==> src/inc/can_mode_defines.vh <==
// constants for the can bit timing and mode control block
`ifndef CAN_MODE_DEFINES_VH
`define CAN_MODE_DEFINES_VH
`define SEG1_FIELD_MIN 4'h3
`define SEG1_FIELD_MAX 4'hF
`define SEG2_FIELD_MIN 3'h1
`define SEG2_FIELD_MAX 3'h7
`define SEG1_FIELD_RST 4'h3
`define SEG2_FIELD_RST 3'h1
`define SJW_FIELD_RST 2'h0
`define PRESCALE_RST 6'h00
`define CPU_RUN 2'h0
`define CPU_WAIT 2'h1
`define CPU_STOP 2'h2
`define INIT_SYNC_STAGES 3
`endif

==> src/rtl/can_bit_timing_mode_control.v <==
// can bit timing, bit stream, init handshake and low power mode control
`timescale 1ns/1ps
`default_nettype none
`include "can_mode_defines.vh"
module can_bit_timing_mode_control #(
	parameter FIFO_DEPTH = 8,
	parameter FIFO_AW = 3
) (
	input wire CORE_CLK_IN,
	input wire ARST_N_IN,
	input wire MODULE_ENABLE_BIT_IN,
	input wire INIT_REQUEST_BIT_IN,
	input wire SLEEP_REQUEST_BIT_IN,
	input wire STOP_IN_WAIT_BIT_IN,
	input wire [1:0] CPU_MODE_IN,
	input wire SPECIAL_MODE_IN,
	input wire LISTEN_ONLY_IN,
	input wire TRIPLE_SAMPLE_IN,
	input wire CFG_WRITE_IN,
	input wire [5:0] CFG_PRESCALE_IN,
	input wire [3:0] CFG_SEGMENT1_FIELD_IN,
	input wire [2:0] CFG_SEGMENT2_FIELD_IN,
	input wire [1:0] CFG_JUMP_WIDTH_FIELD_IN,
	input wire TX_PENDING_IN,
	input wire [7:0] TX_DATA_IN,
	input wire TX_VALID_IN,
	output wire TX_READY_OUT,
	input wire PROTO_DOMINANT_IN,
	input wire BUS_RECEIVE_PIN_IN,
	output wire BUS_TRANSMIT_PIN_OUT,
	output wire [7:0] RX_DATA_OUT,
	output wire RX_VALID_OUT,
	input wire RX_READY_IN,
	output wire MONITOR_BIT_OUT,
	output wire INIT_ACKNOWLEDGE_FLAG_OUT,
	output wire SLEEP_ACKNOWLEDGE_FLAG_OUT,
	output wire INIT_REQUEST_STATE_OUT,
	output wire CONFIG_LOCKED_OUT,
	output wire REGS_RESET_OUT,
	output wire ENGINE_RUN_OUT,
	output wire REG_CLOCK_RUN_OUT,
	output wire POWER_DOWN_OUT,
	output wire [3:0] SEGMENT1_FIELD_OUT,
	output wire [2:0] SEGMENT2_FIELD_OUT,
	output wire [1:0] JUMP_WIDTH_FIELD_OUT,
	output wire SAMPLE_POINT_OUT
);
	localparam SEG_SYNC = 3'b001;
	localparam SEG_ONE = 3'b010;
	localparam SEG_TWO = 3'b100;
	reg [5:0] prescale;
	reg [3:0] seg1_field;
	reg [2:0] seg2_field;
	reg [1:0] sjw_field;
	reg init_req;
	reg init_ack;
	reg sleep_ack;
	reg was_enabled;
	reg [`INIT_SYNC_STAGES-1:0] init_sync;
	reg [2:0] rx_meta;
	reg [2:0] seg;
	reg [5:0] pre_cnt;
	reg [3:0] tq_cnt;
	reg [2:0] samples;
	reg rx_bit;
	reg bus_busy;
	reg [3:0] idle_run;
	reg [7:0] rx_shift;
	reg [2:0] rx_bits;
	reg [7:0] tx_shift;
	reg [2:0] tx_bits;
	reg tx_active;
	reg tx_level;
	reg rx_push;
	wire power_down;
	wire engine_run;
	wire tq_tick;
	wire sample_pt;
	wire rx_level;
	wire majority;
	wire cfg_open;
	wire rx_ready_int;
	wire tx_out_valid;
	wire [7:0] tx_out_data;
	wire tx_take;
	wire in_init;
	// wait with stop bit or cpu stop forces power down
	assign power_down = MODULE_ENABLE_BIT_IN &&
		((CPU_MODE_IN == `CPU_STOP) || ((CPU_MODE_IN == `CPU_WAIT) && STOP_IN_WAIT_BIT_IN));
	assign in_init = init_req && init_ack;
	// clocks gated by enable and power down, engine clock also by sleep and init
	assign engine_run = MODULE_ENABLE_BIT_IN && !power_down && !sleep_ack && !init_req;
	assign REG_CLOCK_RUN_OUT = MODULE_ENABLE_BIT_IN && !power_down;
	assign ENGINE_RUN_OUT = engine_run;
	assign POWER_DOWN_OUT = power_down;
	assign cfg_open = in_init || SPECIAL_MODE_IN;
	assign CONFIG_LOCKED_OUT = !cfg_open;
	assign REGS_RESET_OUT = in_init;
	assign INIT_ACKNOWLEDGE_FLAG_OUT = init_ack;
	assign SLEEP_ACKNOWLEDGE_FLAG_OUT = sleep_ack;
	assign INIT_REQUEST_STATE_OUT = init_req;
	assign SEGMENT1_FIELD_OUT = seg1_field;
	assign SEGMENT2_FIELD_OUT = seg2_field;
	assign JUMP_WIDTH_FIELD_OUT = sjw_field;
	// config writes, field holds length minus one
	always @(posedge CORE_CLK_IN or negedge ARST_N_IN) begin
		if (!ARST_N_IN) begin
			prescale <= `PRESCALE_RST;
			seg1_field <= `SEG1_FIELD_RST;
			seg2_field <= `SEG2_FIELD_RST;
			sjw_field <= `SJW_FIELD_RST;
		end else if (CFG_WRITE_IN && cfg_open) begin
			prescale <= CFG_PRESCALE_IN;
			seg1_field <= (CFG_SEGMENT1_FIELD_IN < `SEG1_FIELD_MIN) ?
				`SEG1_FIELD_MIN : CFG_SEGMENT1_FIELD_IN;
			seg2_field <= (CFG_SEGMENT2_FIELD_IN < `SEG2_FIELD_MIN) ?
				`SEG2_FIELD_MIN : CFG_SEGMENT2_FIELD_IN;
			sjw_field <= CFG_JUMP_WIDTH_FIELD_IN;
		end
	end
	// init request handshake across stages
	always @(posedge CORE_CLK_IN or negedge ARST_N_IN) begin
		if (!ARST_N_IN) begin
			init_req <= 1'b0;
			was_enabled <= 1'b0;
			init_sync <= {`INIT_SYNC_STAGES{1'b0}};
			init_ack <= 1'b0;
		end else begin
			was_enabled <= MODULE_ENABLE_BIT_IN;
			if (!MODULE_ENABLE_BIT_IN)
				init_req <= 1'b0;
			else if (!was_enabled)
				init_req <= 1'b1;
			else if (INIT_REQUEST_BIT_IN)
				init_req <= 1'b1;
			else if (in_init)
				init_req <= 1'b0;
			if (power_down)
				init_sync <= init_sync;
			else
				init_sync <= {init_sync[`INIT_SYNC_STAGES-2:0], init_req};
			// acknowledge only when every stage agrees
			init_ack <= init_req ? (&init_sync) : (|init_sync);
		end
	end
	// sleep acknowledge after transmit done and bus idle
	always @(posedge CORE_CLK_IN or negedge ARST_N_IN) begin
		if (!ARST_N_IN)
			sleep_ack <= 1'b0;
		else if (!MODULE_ENABLE_BIT_IN || !SLEEP_REQUEST_BIT_IN)
			sleep_ack <= 1'b0;
		else if (!TX_PENDING_IN && !tx_active && !tx_out_valid && !bus_busy)
			sleep_ack <= 1'b1;
	end
	// receive pin three stage synchroniser
	always @(posedge CORE_CLK_IN or negedge ARST_N_IN) begin
		if (!ARST_N_IN)
			rx_meta <= 3'h7;
		else
			rx_meta <= {rx_meta[1:0], BUS_RECEIVE_PIN_IN};
	end
	reg rx_stable;
	always @(posedge CORE_CLK_IN or negedge ARST_N_IN) begin
		if (!ARST_N_IN)
			rx_stable <= 1'b1;
		else if (rx_meta[1] == rx_meta[2])
			rx_stable <= rx_meta[2];
	end
	// dominant bits of listen only node stay internal
	assign rx_level = rx_stable && !(LISTEN_ONLY_IN && PROTO_DOMINANT_IN && engine_run);
	assign MONITOR_BIT_OUT = rx_level;
	assign tq_tick = engine_run && (pre_cnt == prescale);
	assign sample_pt = tq_tick && (seg == SEG_ONE) && (tq_cnt == seg1_field);
	assign SAMPLE_POINT_OUT = sample_pt;
	assign majority = (samples[0] & samples[1]) | (samples[1] & rx_level) | (samples[0] & rx_level);
	// bit timing segments
	always @(posedge CORE_CLK_IN or negedge ARST_N_IN) begin
		if (!ARST_N_IN) begin
			pre_cnt <= 6'h00;
			seg <= SEG_SYNC;
			tq_cnt <= 4'h0;
			samples <= 3'h7;
			rx_bit <= 1'b1;
		end else if (!engine_run) begin
			pre_cnt <= 6'h00;
			seg <= SEG_SYNC;
			tq_cnt <= 4'h0;
		end else begin
			pre_cnt <= (pre_cnt == prescale) ? 6'h00 : pre_cnt + 6'h01;
			if (tq_tick) begin
				samples <= {samples[1:0], rx_level};
				case (seg)
				SEG_SYNC: begin
					seg <= SEG_ONE;
					tq_cnt <= 4'h0;
				end
				SEG_ONE: begin
					if (tq_cnt == seg1_field) begin
						seg <= SEG_TWO;
						tq_cnt <= 4'h0;
						rx_bit <= TRIPLE_SAMPLE_IN ? majority : rx_level;
					end else
						tq_cnt <= tq_cnt + 4'h1;
				end
				SEG_TWO: begin
					if (tq_cnt[2:0] == seg2_field) begin
						seg <= SEG_SYNC;
						tq_cnt <= 4'h0;
					end else
						tq_cnt <= tq_cnt + 4'h1;
				end
				default: begin
					seg <= SEG_SYNC;
					tq_cnt <= 4'h0;
				end
				endcase
			end
		end
	end
	// last clock of sync quantum, jump width is stored only
	wire bit_start;
	assign bit_start = tq_tick && (seg == SEG_SYNC);
	// transmit stream, new bit at bit start
	assign tx_take = bit_start && !tx_active && tx_out_valid && !LISTEN_ONLY_IN;
	always @(posedge CORE_CLK_IN or negedge ARST_N_IN) begin
		if (!ARST_N_IN) begin
			tx_shift <= 8'hFF;
			tx_bits <= 3'h0;
			tx_active <= 1'b0;
			tx_level <= 1'b1;
		end else if (!engine_run || LISTEN_ONLY_IN) begin
			tx_active <= 1'b0;
			tx_level <= 1'b1;
		end else if (tx_take) begin
			tx_shift <= {tx_out_data[6:0], 1'b1};
			tx_level <= tx_out_data[7];
			tx_bits <= 3'h7;
			tx_active <= 1'b1;
		end else if (bit_start && tx_active) begin
			if (tx_bits == 3'h0) begin
				tx_active <= 1'b0;
				tx_level <= 1'b1;
			end else begin
				tx_level <= tx_shift[7];
				tx_shift <= {tx_shift[6:0], 1'b1};
				tx_bits <= tx_bits - 3'h1;
			end
		end
	end
	assign BUS_TRANSMIT_PIN_OUT = tx_level;
	// receive stream and bus activity tracking
	always @(posedge CORE_CLK_IN or negedge ARST_N_IN) begin
		if (!ARST_N_IN) begin
			rx_shift <= 8'h00;
			rx_bits <= 3'h0;
			rx_push <= 1'b0;
			bus_busy <= 1'b0;
			idle_run <= 4'h0;
		end else if (!engine_run) begin
			rx_bits <= 3'h0;
			rx_push <= 1'b0;
			if (!MODULE_ENABLE_BIT_IN || init_req || power_down)
				bus_busy <= 1'b0;
			idle_run <= 4'h0;
		end else begin
			if (rx_push && rx_ready_int)
				rx_push <= 1'b0;
			if (sample_pt) begin
				if (!rx_bit)
					bus_busy <= 1'b1;
				if (bus_busy || !rx_bit) begin
					rx_shift <= {rx_shift[6:0], rx_bit};
					rx_bits <= rx_bits + 3'h1;
					if (rx_bits == 3'h7)
						rx_push <= 1'b1;
				end
				idle_run <= rx_bit ? ((idle_run == 4'hA) ? idle_run : idle_run + 4'h1) : 4'h0;
				if (rx_bit && idle_run == 4'h9) begin
					bus_busy <= 1'b0;
					rx_bits <= 3'h0;
				end
			end
		end
	end
	data_fifo #(.WIDTH(8), .DEPTH(FIFO_DEPTH), .AW(FIFO_AW)) u_tx_fifo (
		.clk_in(CORE_CLK_IN),
		.arst_n_in(ARST_N_IN),
		.flush_in(in_init),
		.wr_data_in(TX_DATA_IN),
		.wr_valid_in(TX_VALID_IN),
		.wr_ready_out(TX_READY_OUT),
		.rd_data_out(tx_out_data),
		.rd_valid_out(tx_out_valid),
		.rd_ready_in(tx_take)
	);
	data_fifo #(.WIDTH(8), .DEPTH(FIFO_DEPTH), .AW(FIFO_AW)) u_rx_fifo (
		.clk_in(CORE_CLK_IN),
		.arst_n_in(ARST_N_IN),
		.flush_in(in_init),
		.wr_data_in(rx_shift),
		.wr_valid_in(rx_push),
		.wr_ready_out(rx_ready_int),
		.rd_data_out(RX_DATA_OUT),
		.rd_valid_out(RX_VALID_OUT),
		.rd_ready_in(RX_READY_IN)
	);
endmodule // can_bit_timing_mode_control
`default_nettype wire

==> src/rtl/data_fifo.v <==
// small synchronous fifo with valid and ready on both sides
`timescale 1ns/1ps
`default_nettype none
module data_fifo #(
	parameter WIDTH = 8,
	parameter DEPTH = 8,
	parameter AW = 3
) (
	input wire clk_in,
	input wire arst_n_in,
	input wire flush_in,
	input wire [WIDTH-1:0] wr_data_in,
	input wire wr_valid_in,
	output wire wr_ready_out,
	output reg [WIDTH-1:0] rd_data_out,
	output wire rd_valid_out,
	input wire rd_ready_in
);
	reg [WIDTH-1:0] mem [0:DEPTH-1];
	reg [AW-1:0] wr_ptr;
	reg [AW-1:0] rd_ptr;
	reg [AW:0] count;
	wire do_wr;
	wire do_rd;
	assign wr_ready_out = (count != DEPTH[AW:0]);
	assign rd_valid_out = (count != {(AW+1){1'b0}});
	assign do_wr = wr_valid_in && wr_ready_out;
	assign do_rd = rd_valid_out && rd_ready_in;
	always @(posedge clk_in) begin
		if (do_wr)
			mem[wr_ptr] <= wr_data_in;
	end
	always @* begin
		rd_data_out = mem[rd_ptr];
	end
	always @(posedge clk_in or negedge arst_n_in) begin
		if (!arst_n_in) begin
			wr_ptr <= {AW{1'b0}};
			rd_ptr <= {AW{1'b0}};
			count <= {(AW+1){1'b0}};
		end else if (flush_in) begin
			wr_ptr <= {AW{1'b0}};
			rd_ptr <= {AW{1'b0}};
			count <= {(AW+1){1'b0}};
		end else begin
			if (do_wr)
				wr_ptr <= (wr_ptr == DEPTH[AW-1:0] - 1'b1) ? {AW{1'b0}} : wr_ptr + 1'b1;
			if (do_rd)
				rd_ptr <= (rd_ptr == DEPTH[AW-1:0] - 1'b1) ? {AW{1'b0}} : rd_ptr + 1'b1;
			if (do_wr && !do_rd)
				count <= count + 1'b1;
			else if (do_rd && !do_wr)
				count <= count - 1'b1;
		end
	end
endmodule // data_fifo
`default_nettype wire

==> config.mk <==
export PLATFORM = sky130hd
export DESIGN_NAME = can_bit_timing_mode_control
export DESIGN_NICKNAME = d
export VERILOG_FILES = /design/src/rtl/can_bit_timing_mode_control.v /design/src/rtl/data_fifo.v
export VERILOG_INCLUDE_DIRS = /design/src /design/src/inc
export SDC_FILE = /design/constraint.sdc
export NUM_CORES = 1
export LEC_CHECK = 0
export BUFFER_PORTS_ARGS = -buffer_cell sky130_fd_sc_hd__clkbuf_2
export CORE_MARGIN = 3
export CORE_UTILIZATION = 50
export DETAILED_ROUTE_END_ITERATION = 12
export GPL_TIMING_DRIVEN = 0
export PLACE_DENSITY = 0.78
export SETUP_SLACK_MARGIN = 0.2
export SLEW_MARGIN = 10
export SYNTH_ARGS = -nofsm -noshare
export SYNTH_HDL_FRONTEND = slang
export SYNTH_HIERARCHICAL = 1
export SYNTH_SLANG_ARGS = --single-unit
==> constraint.sdc <==
create_clock -name CORE_CLK_IN -period 4.9 [get_ports CORE_CLK_IN]
set_input_delay 0.49 -clock CORE_CLK_IN [delete_from_list [all_inputs] [get_ports CORE_CLK_IN]]
set_output_delay 0.49 -clock CORE_CLK_IN [all_outputs]
set_load 0.02 [all_outputs]
==> impl_metrics.tcl, run 1 <==
set metrics [dict create \
    p_switching_mw 1.403 \
    cts_sinks 219 \
    detail_route.wirelength_microns 20490 \
    syn-num-nets 716 \
    rows 50 \
    synth_area_leaders "edfxtp_1 39%, dfrtp_1 18%, mux4_2 7.3%" \
    final.setup_skew_ns 0.01880 \
    r2r_end "u_tx_fifo/count[3]$_DFFE_PN0P_" \
    post_cts_buffers 0 \
    fin_nets 812 \
    grt_pass1_vias 6348 \
    combPwrFrac_pct 19.5 \
    hp-class "input port to async pin" \
    r2r-start "seg[0]$_DFFE_PN1P_" \
    yosysMostFrequentCell "edfxtp_1" \
    ys_warn_count 6 \
    min_period_over_period_pct 73.09 \
    drive_gt1_share_pct 32.38 \
    yosysUniqueCellTypes 78 \
    ys.flop_type "edfxtp_1" \
    cts_buffers 23 \
    start_util_pct 51.62 \
    grt_max_degree 48 \
    rsz0062_at_grt "no" \
    reg2reg_setup_slack_ns 1.32 \
    ir_drop_mv 0.3408 \
    wl_per_cell_microns 19.97 \
    h-tree-depth 1 \
    cts_tree "done" \
    ys_seq_elements 219 \
    worst_setup_path_start_kind "flip-flop" \
    reg2regPathDepth 12 \
    final-setup-viol-count 0 \
    cp-end-kind "flip-flop" \
    arrival_ns 3.99 \
    grt_pass1_wl_microns 33330 \
    die-area_sq_um 21350 \
    yosys.area.top_type "edfxtp_1" \
    track_usage_pct 19.15 \
    pwr-share-clk_pct 37.6 \
    swShare_pct 26.47 \
    powerDensity_nw_per_um2 462.4 \
    gp_congestion 0.8268 \
    clkTransAtPathRegs_ns 0.07 \
    fin_area_sq_um 11460 \
    critical_path_class "flip-flop to flip-flop" \
    pin_count 70 \
    clock_latency_ns 0.51 \
    syn_area_per_cell_sq_um 15.03 \
    die_h_microns 146.1 \
    finalWorstSetupSlack_ns 1.319 \
    required_ns 5.31 \
    drv_slew 0 \
    drtIter0Drc 372 \
    p_leak_nw 4.423 \
    drc 0 \
    period_needed_ns 3.581 \
    finalHoldViolCount 0 \
    sequentialPowerShare_pct 43.0 \
    core-area_sq_um 19020 \
    hpwl_microns 13790 \
    synth_edf_count 128 \
    grt_overflow 0 \
    slew_headroom_pct 35.17 \
    via_per_inst 5.798 \
    outcome "finished clean" \
    tightest_slew_ns 0.9672 \
    maxCapViolations 0 \
    cts_buffer_depth 3 \
    final_cell_count_no_fill 1026 \
    total_power_mw 5.298 \
    synthArstFlopShare_pct 41.55 \
    preCtsSetupSlack_ns 1.256 \
    synth_top_cells_by_count "128 x edfxtp_1, 72 x dfrtp_1, 43 x mux2_2" \
    post_cts_resized 0 \
    antenna_found_initial 0 \
    mappedNetlistArea_sq_um 9817 \
    fmax_mhz 279.2 \
    synth_top_cell_area_share_pct 39.15 \
    drtPass1Iterations 4 \
    tns_ns 0 \
    port_buffers 68 \
    yosysSeqAreaShare_pct 62.59 \
    cts_root_buffer "clkbuf_16" \
    postRouteAntennaNets 0 \
    p_int_mw 3.895 \
    antenna_cells 0 \
    ctsHoldBuffers 0 \
    area_growth_pct 16.71 \
    die_w_microns 146.1 \
    placed_cells 984 \
    vias 5949 \
    syn_inst 653 \
    cp_max_fo 8 \
    dpl_cell_area_sq_um 10570 \
]
-- layout by cell type, fill, tap and decap left out, types with 9 or more instances in the layout --
cell type / synthesis / routed
a21oi_1: 21 / 21
clkbuf_1: 7 / 10
clkbuf_16: 0 / 23
clkbuf_2: 0 / 67
dfrtp_1: 72 / 72
dfstp_2: 19 / 19
edfxtp_1: 128 / 128
ha_1: 21 / 21
inv_1: 16 / 16
mux2_2: 43 / 43
mux2i_1: 13 / 13
mux4_2: 32 / 32
nand2_1: 31 / 31
nand2b_1: 16 / 16
nand3_1: 14 / 14
nor2_1: 42 / 42
o21ai_0: 9 / 9
xnor2_1: 19 / 19
-- area by class of cell --
class | count | area [sq um]
sequential | 219 | 6145
fill | 1427 | 7561
tap | 260 | 325.3
buffer | 24 | 126.4
clock inverter | 15 | 276.5
multi-input combinational | 393 | 3535
clock buffer | 27 | 600.6
timing repair buffer | 71 | 385.4
inverter | 17 | 63.81
-- power by group through the flow --
stage | Sequential [mW] | Clock, mW | Combinational (mW)
2_1_floorplan | 2.29 | 0 | 0.730
3_3_place_gp | 2.29 | 0 | 0.963
3_5_place_dp | 2.31 | 0 | 1.03
4_1_cts | 2.27 | 2.03 | 1.04
5_1_grt | 2.30 | 2.09 | 1.14
6_report | 2.28 | 1.99 | 1.03
-- metrics by stage --
| stage | hold slack, ns | util, % |
|---|---|---|
| after floorplan | 0.1944 | - |
| after global placement | 0.3482 | 55.12 |
| after detailed placement | 0.3481 | 55.58 |
| after CTS | 0.04615 | 60.19 |
| after global routing | 0.05651 | 60.24 |
| final | 0.05583 | 60.24 |
-- state kept, by name (all words and copies together), names as in the netlist, 4 cells and up --
| name | flops |
|---|---|
| u_rx_fifo/mem | 64 |
| u_rx_fifo/count | 4 |
| prescale | 6 |
| rx_shift | 8 |
| u_tx_fifo/mem | 64 |
| u_tx_fifo/count | 4 |
| idle_run | 4 |
| tq_cnt | 4 |
| pre_cnt | 6 |
| SEGMENT1_FIELD_OUT | 4 |
| tx_shift | 7 |
-- critical path, cell delays in order (launching register included) --
cell,delay (ns)
dfstp_2,0.58
nor3b_2,0.26
nand3_1,0.23
nor3b_1,0.52
nand2_2,0.25
inv_1,0.22
o41ai_4,0.16
nand3_2,0.14
ha_1,0.25
a21o_2,0.23
a2111oi_0,0.41
mux2i_1,0.13
o311ai_1,0.09
-- how the worst max path moves through the flow --
stage,to,from,depth (start not counted),slack [ns]
2_1_floorplan,u_tx_fifo/count[3]$_DFFE_PN0P_,seg[0]$_DFFE_PN1P_,12,1.86
3_3_place_gp,u_tx_fifo/count[3]$_DFFE_PN0P_,MODULE_ENABLE_BIT_IN,13,1.43
3_5_place_dp,u_tx_fifo/count[3]$_DFFE_PN0P_,MODULE_ENABLE_BIT_IN,13,1.26
4_1_cts,u_tx_fifo/count[3]$_DFFE_PN0P_,seg[0]$_DFFE_PN1P_,12,1.34
5_1_grt,u_tx_fifo/count[3]$_DFFE_PN0P_,seg[0]$_DFFE_PN1P_,12,1.04
6_report,u_tx_fifo/count[3]$_DFFE_PN0P_,seg[0]$_DFFE_PN1P_,12,1.32
-- cells by family after synthesis --
logic type / count (synthesis) / share of synthesized area (%)
AND/OR/NAND/NOR: 179 / 10.36
flip-flops: 219 / 62.59
buffers and inverters: 41 / 1.937
multiplexers: 95 / 14.40
AO/OA/AOI/OAI: 73 / 5.557
XOR/XNOR: 22 / 1.963
adder cells (fa/ha/maj): 24 / 3.186
-- layer usage --
layer	global-route usage (%)	vias to the layer above	wire length (microns)
met1	23.72	3077	8068
met5	0	-	0
met4	4.798	0	471
met3	3.042	25	959
met2	35.19	162	10990
li1	-	2685	-
No activity file was read; power rests on OpenSTA's default activity.
==> inputs of run 2 (changes only) <==
Clock period 4.9 ns to 3.35 ns, I/O delays scaled along.
==> run 2 against run 1 <==
  * Final area up 0.97%
  * Cell count is 0.49% higher
  * Flip-flop and latch count unchanged
  * Global-route usage grew 0.074 points
  * Maximum frequency is 21% higher
  * Utilization grew 0.59 points
  * Die area unchanged
  * Worst hold slack gained 0.0048 ns
  * Non-clock buffer count grew 5
  * Critical path depth unchanged
  * Routed wire length rose by 0.29%
  * Largest power group unchanged
==> impl_metrics.tcl, run 2 (same netlist as run 1, synthesis figures left out) <==
set metrics [dict create \
    finalHoldViolCount 0 \
    grt_overflow 0 \
    drive_gt1_share_pct 33.72 \
    drtIter0Drc 403 \
    rows 50 \
    fin_nets 817 \
    die_w_microns 146.1 \
    wl_met1_microns 8099 \
    wl_met2_microns 11020 \
    cts_tree "done" \
    core-area_sq_um 19020 \
    required_ns 3.76 \
    die-area_sq_um 21350 \
    final.setup_skew_ns 0.01754 \
    cts_buffer_depth 3 \
    via_per_inst 5.785 \
    final_common_cell "edfxtp_1" \
    fin_util_pct 60.83 \
    min_period_over_period_pct 88.60 \
    pin_count 70 \
    outcome "finished clean" \
    start_util_pct 51.62 \
    ir_drop_mv 0.4986 \
    grt_pass1_wl_microns 33430 \
    cp_max_fo 8 \
    die_h_microns 146.1 \
    grt_pass1_vias 6364 \
    hp-class "input port to flip-flop" \
    antenna_cells 0 \
    cp-end-kind "flip-flop" \
    powerDensity_nw_per_um2 673.3 \
    tightest_slew_ns 0.9480 \
    tns_ns 0 \
    vias 5964 \
    cts_buffers 23 \
    port_buffers 68 \
    drc 0 \
    wl_per_cell_microns 19.93 \
    clock_latency_ns 0.51 \
    layout_common_cells "128 x edfxtp_1, 69 x dfrtp_1, 67 x clkbuf_2, 43 x mux2_2, 41 x nor2_1" \
    h-tree-depth 1 \
    final-setup-viol-count 0 \
    gp_congestion 0.8268 \
    antenna_found_initial 0 \
    period_needed_ns 2.968 \
    grt_max_degree 48 \
    reg_top3 "u_rx_fifo/mem (64), u_tx_fifo/mem (64), rx_shift (8)" \
    maxCapViolations 0 \
    p_leak_nw 4.464 \
    drv_slew 0 \
    clkTransAtPathRegs_ns 0.07 \
    dr_wl_met3_microns 936 \
    hpwl_microns 13790 \
    slew_headroom_pct 36.45 \
    cts_sinks 219 \
    drtPass1Iterations 5 \
    detail_route.wirelength_microns 20550 \
    top_layer "met4" \
    postRouteAntennaNets 0 \
    track_usage_pct 19.23 \
    cts_root_buffer "clkbuf_16" \
    arrival_ns 3.37 \
    fmax_mhz 336.9 \
    rsz0062_at_grt "no" \
    critical_path_class "flip-flop to flip-flop" \
    worst_setup_path_start_kind "flip-flop" \
    area_growth_pct 17.84 \
]
[run 2: changes by cell type in the layout (fill, tap and decap cells not counted), sizes merged]
cell	change
buf	+3
dlygate4sd3	+2
[run 2: per-layer routing]
| metal | GRT usage, % | up-vias |
|---|---|---|
| li1 | - | 2699 |
| met1 | 23.89 | 3087 |
| met2 | 35.24 | 151 |
| met3 | 3.042 | 27 |
| met4 | 4.845 | 0 |
| met5 | 0 | - |
[run 2: final timing paths]
check | start | end | slack [ns] | cells past startpoint
min in group asynchronous | ARST_N_IN | rx_shift[2]$_DFFE_PN0P_ | 0.44 | 2
worst min-delay path | CFG_JUMP_WIDTH_FIELD_IN[0] | JUMP_WIDTH_FIELD_OUT[0]$_DFFE_PN0P_ | 0.06 | 2
worst max register to register | seg[0]$_DFFE_PN1P_ | u_tx_fifo/count[3]$_DFFE_PN0P_ | 0.38 | 12
max in group asynchronous | ARST_N_IN | tx_shift[7]$_DFFE_PN1P_ | 2.18 | 3
worst max-delay path | seg[0]$_DFFE_PN1P_ | u_tx_fifo/count[3]$_DFFE_PN0P_ | 0.38 | 12
worst min register to register | rx_meta[0]$_DFF_PN1_ | rx_meta[1]$_DFF_PN1_ | 0.36 | 0
[run 2: final cells by class]
type / instances / area (sq um)
fillers: 1416 / 7450
flip-flops and latches: 219 / 6148
multi-input cells: 393 / 3597
clock buffers: 27 / 600.6
repair buffers: 76 / 427.9
well taps: 260 / 325.3
clock inverters: 15 / 276.5
plain buffers: 24 / 126.4
inverters: 17 / 66.31
[run 2: critical path: stages (launching register included)]
cell and delay [ns]:
dfstp_2 0.58, nor3b_4 0.27, nand3_4 0.14, nor3b_4 0.31, nand2_4 0.14, inv_4 0.11, o41ai_4 0.12, nand3_2 0.14
ha_1 0.24, a21o_2 0.24, a2111oi_2 0.35, mux2i_1 0.12, o311ai_1 0.08
[run 2: repair_timing]
action,CTS,global route
setup endpoints to repair,3,1
hold buffers,2,0
resized for setup,9,8
endpoints found under the hold margin,36,0
buffers inserted,0,3
pin swaps,1,1
[run 2: per-stage QoR]
step	total power, mW	hold WS, ns	setup WS, ns	std cells	cell area, sq um
floorplan	4.413	0.03941	0.3054	653	9817
global placement	4.755	0.3482	-0.05559	981	10480
detailed placement	4.883	0.3481	-0.1863	984	10570
CTS	7.834	0.04070	0.2178	1028	11510
global route	8.138	0.04501	0.1977	1031	11570
finish	7.789	0.06065	0.3818	1031	11570
[run 2: report_power, final]
group          internal [mW]  leakage, nW  switching, mW  total, mW
registers               3.14         2.33          0.199       3.34
logic                  0.688         1.70          0.858       1.55
clock network           1.90        0.427           1.01       2.91
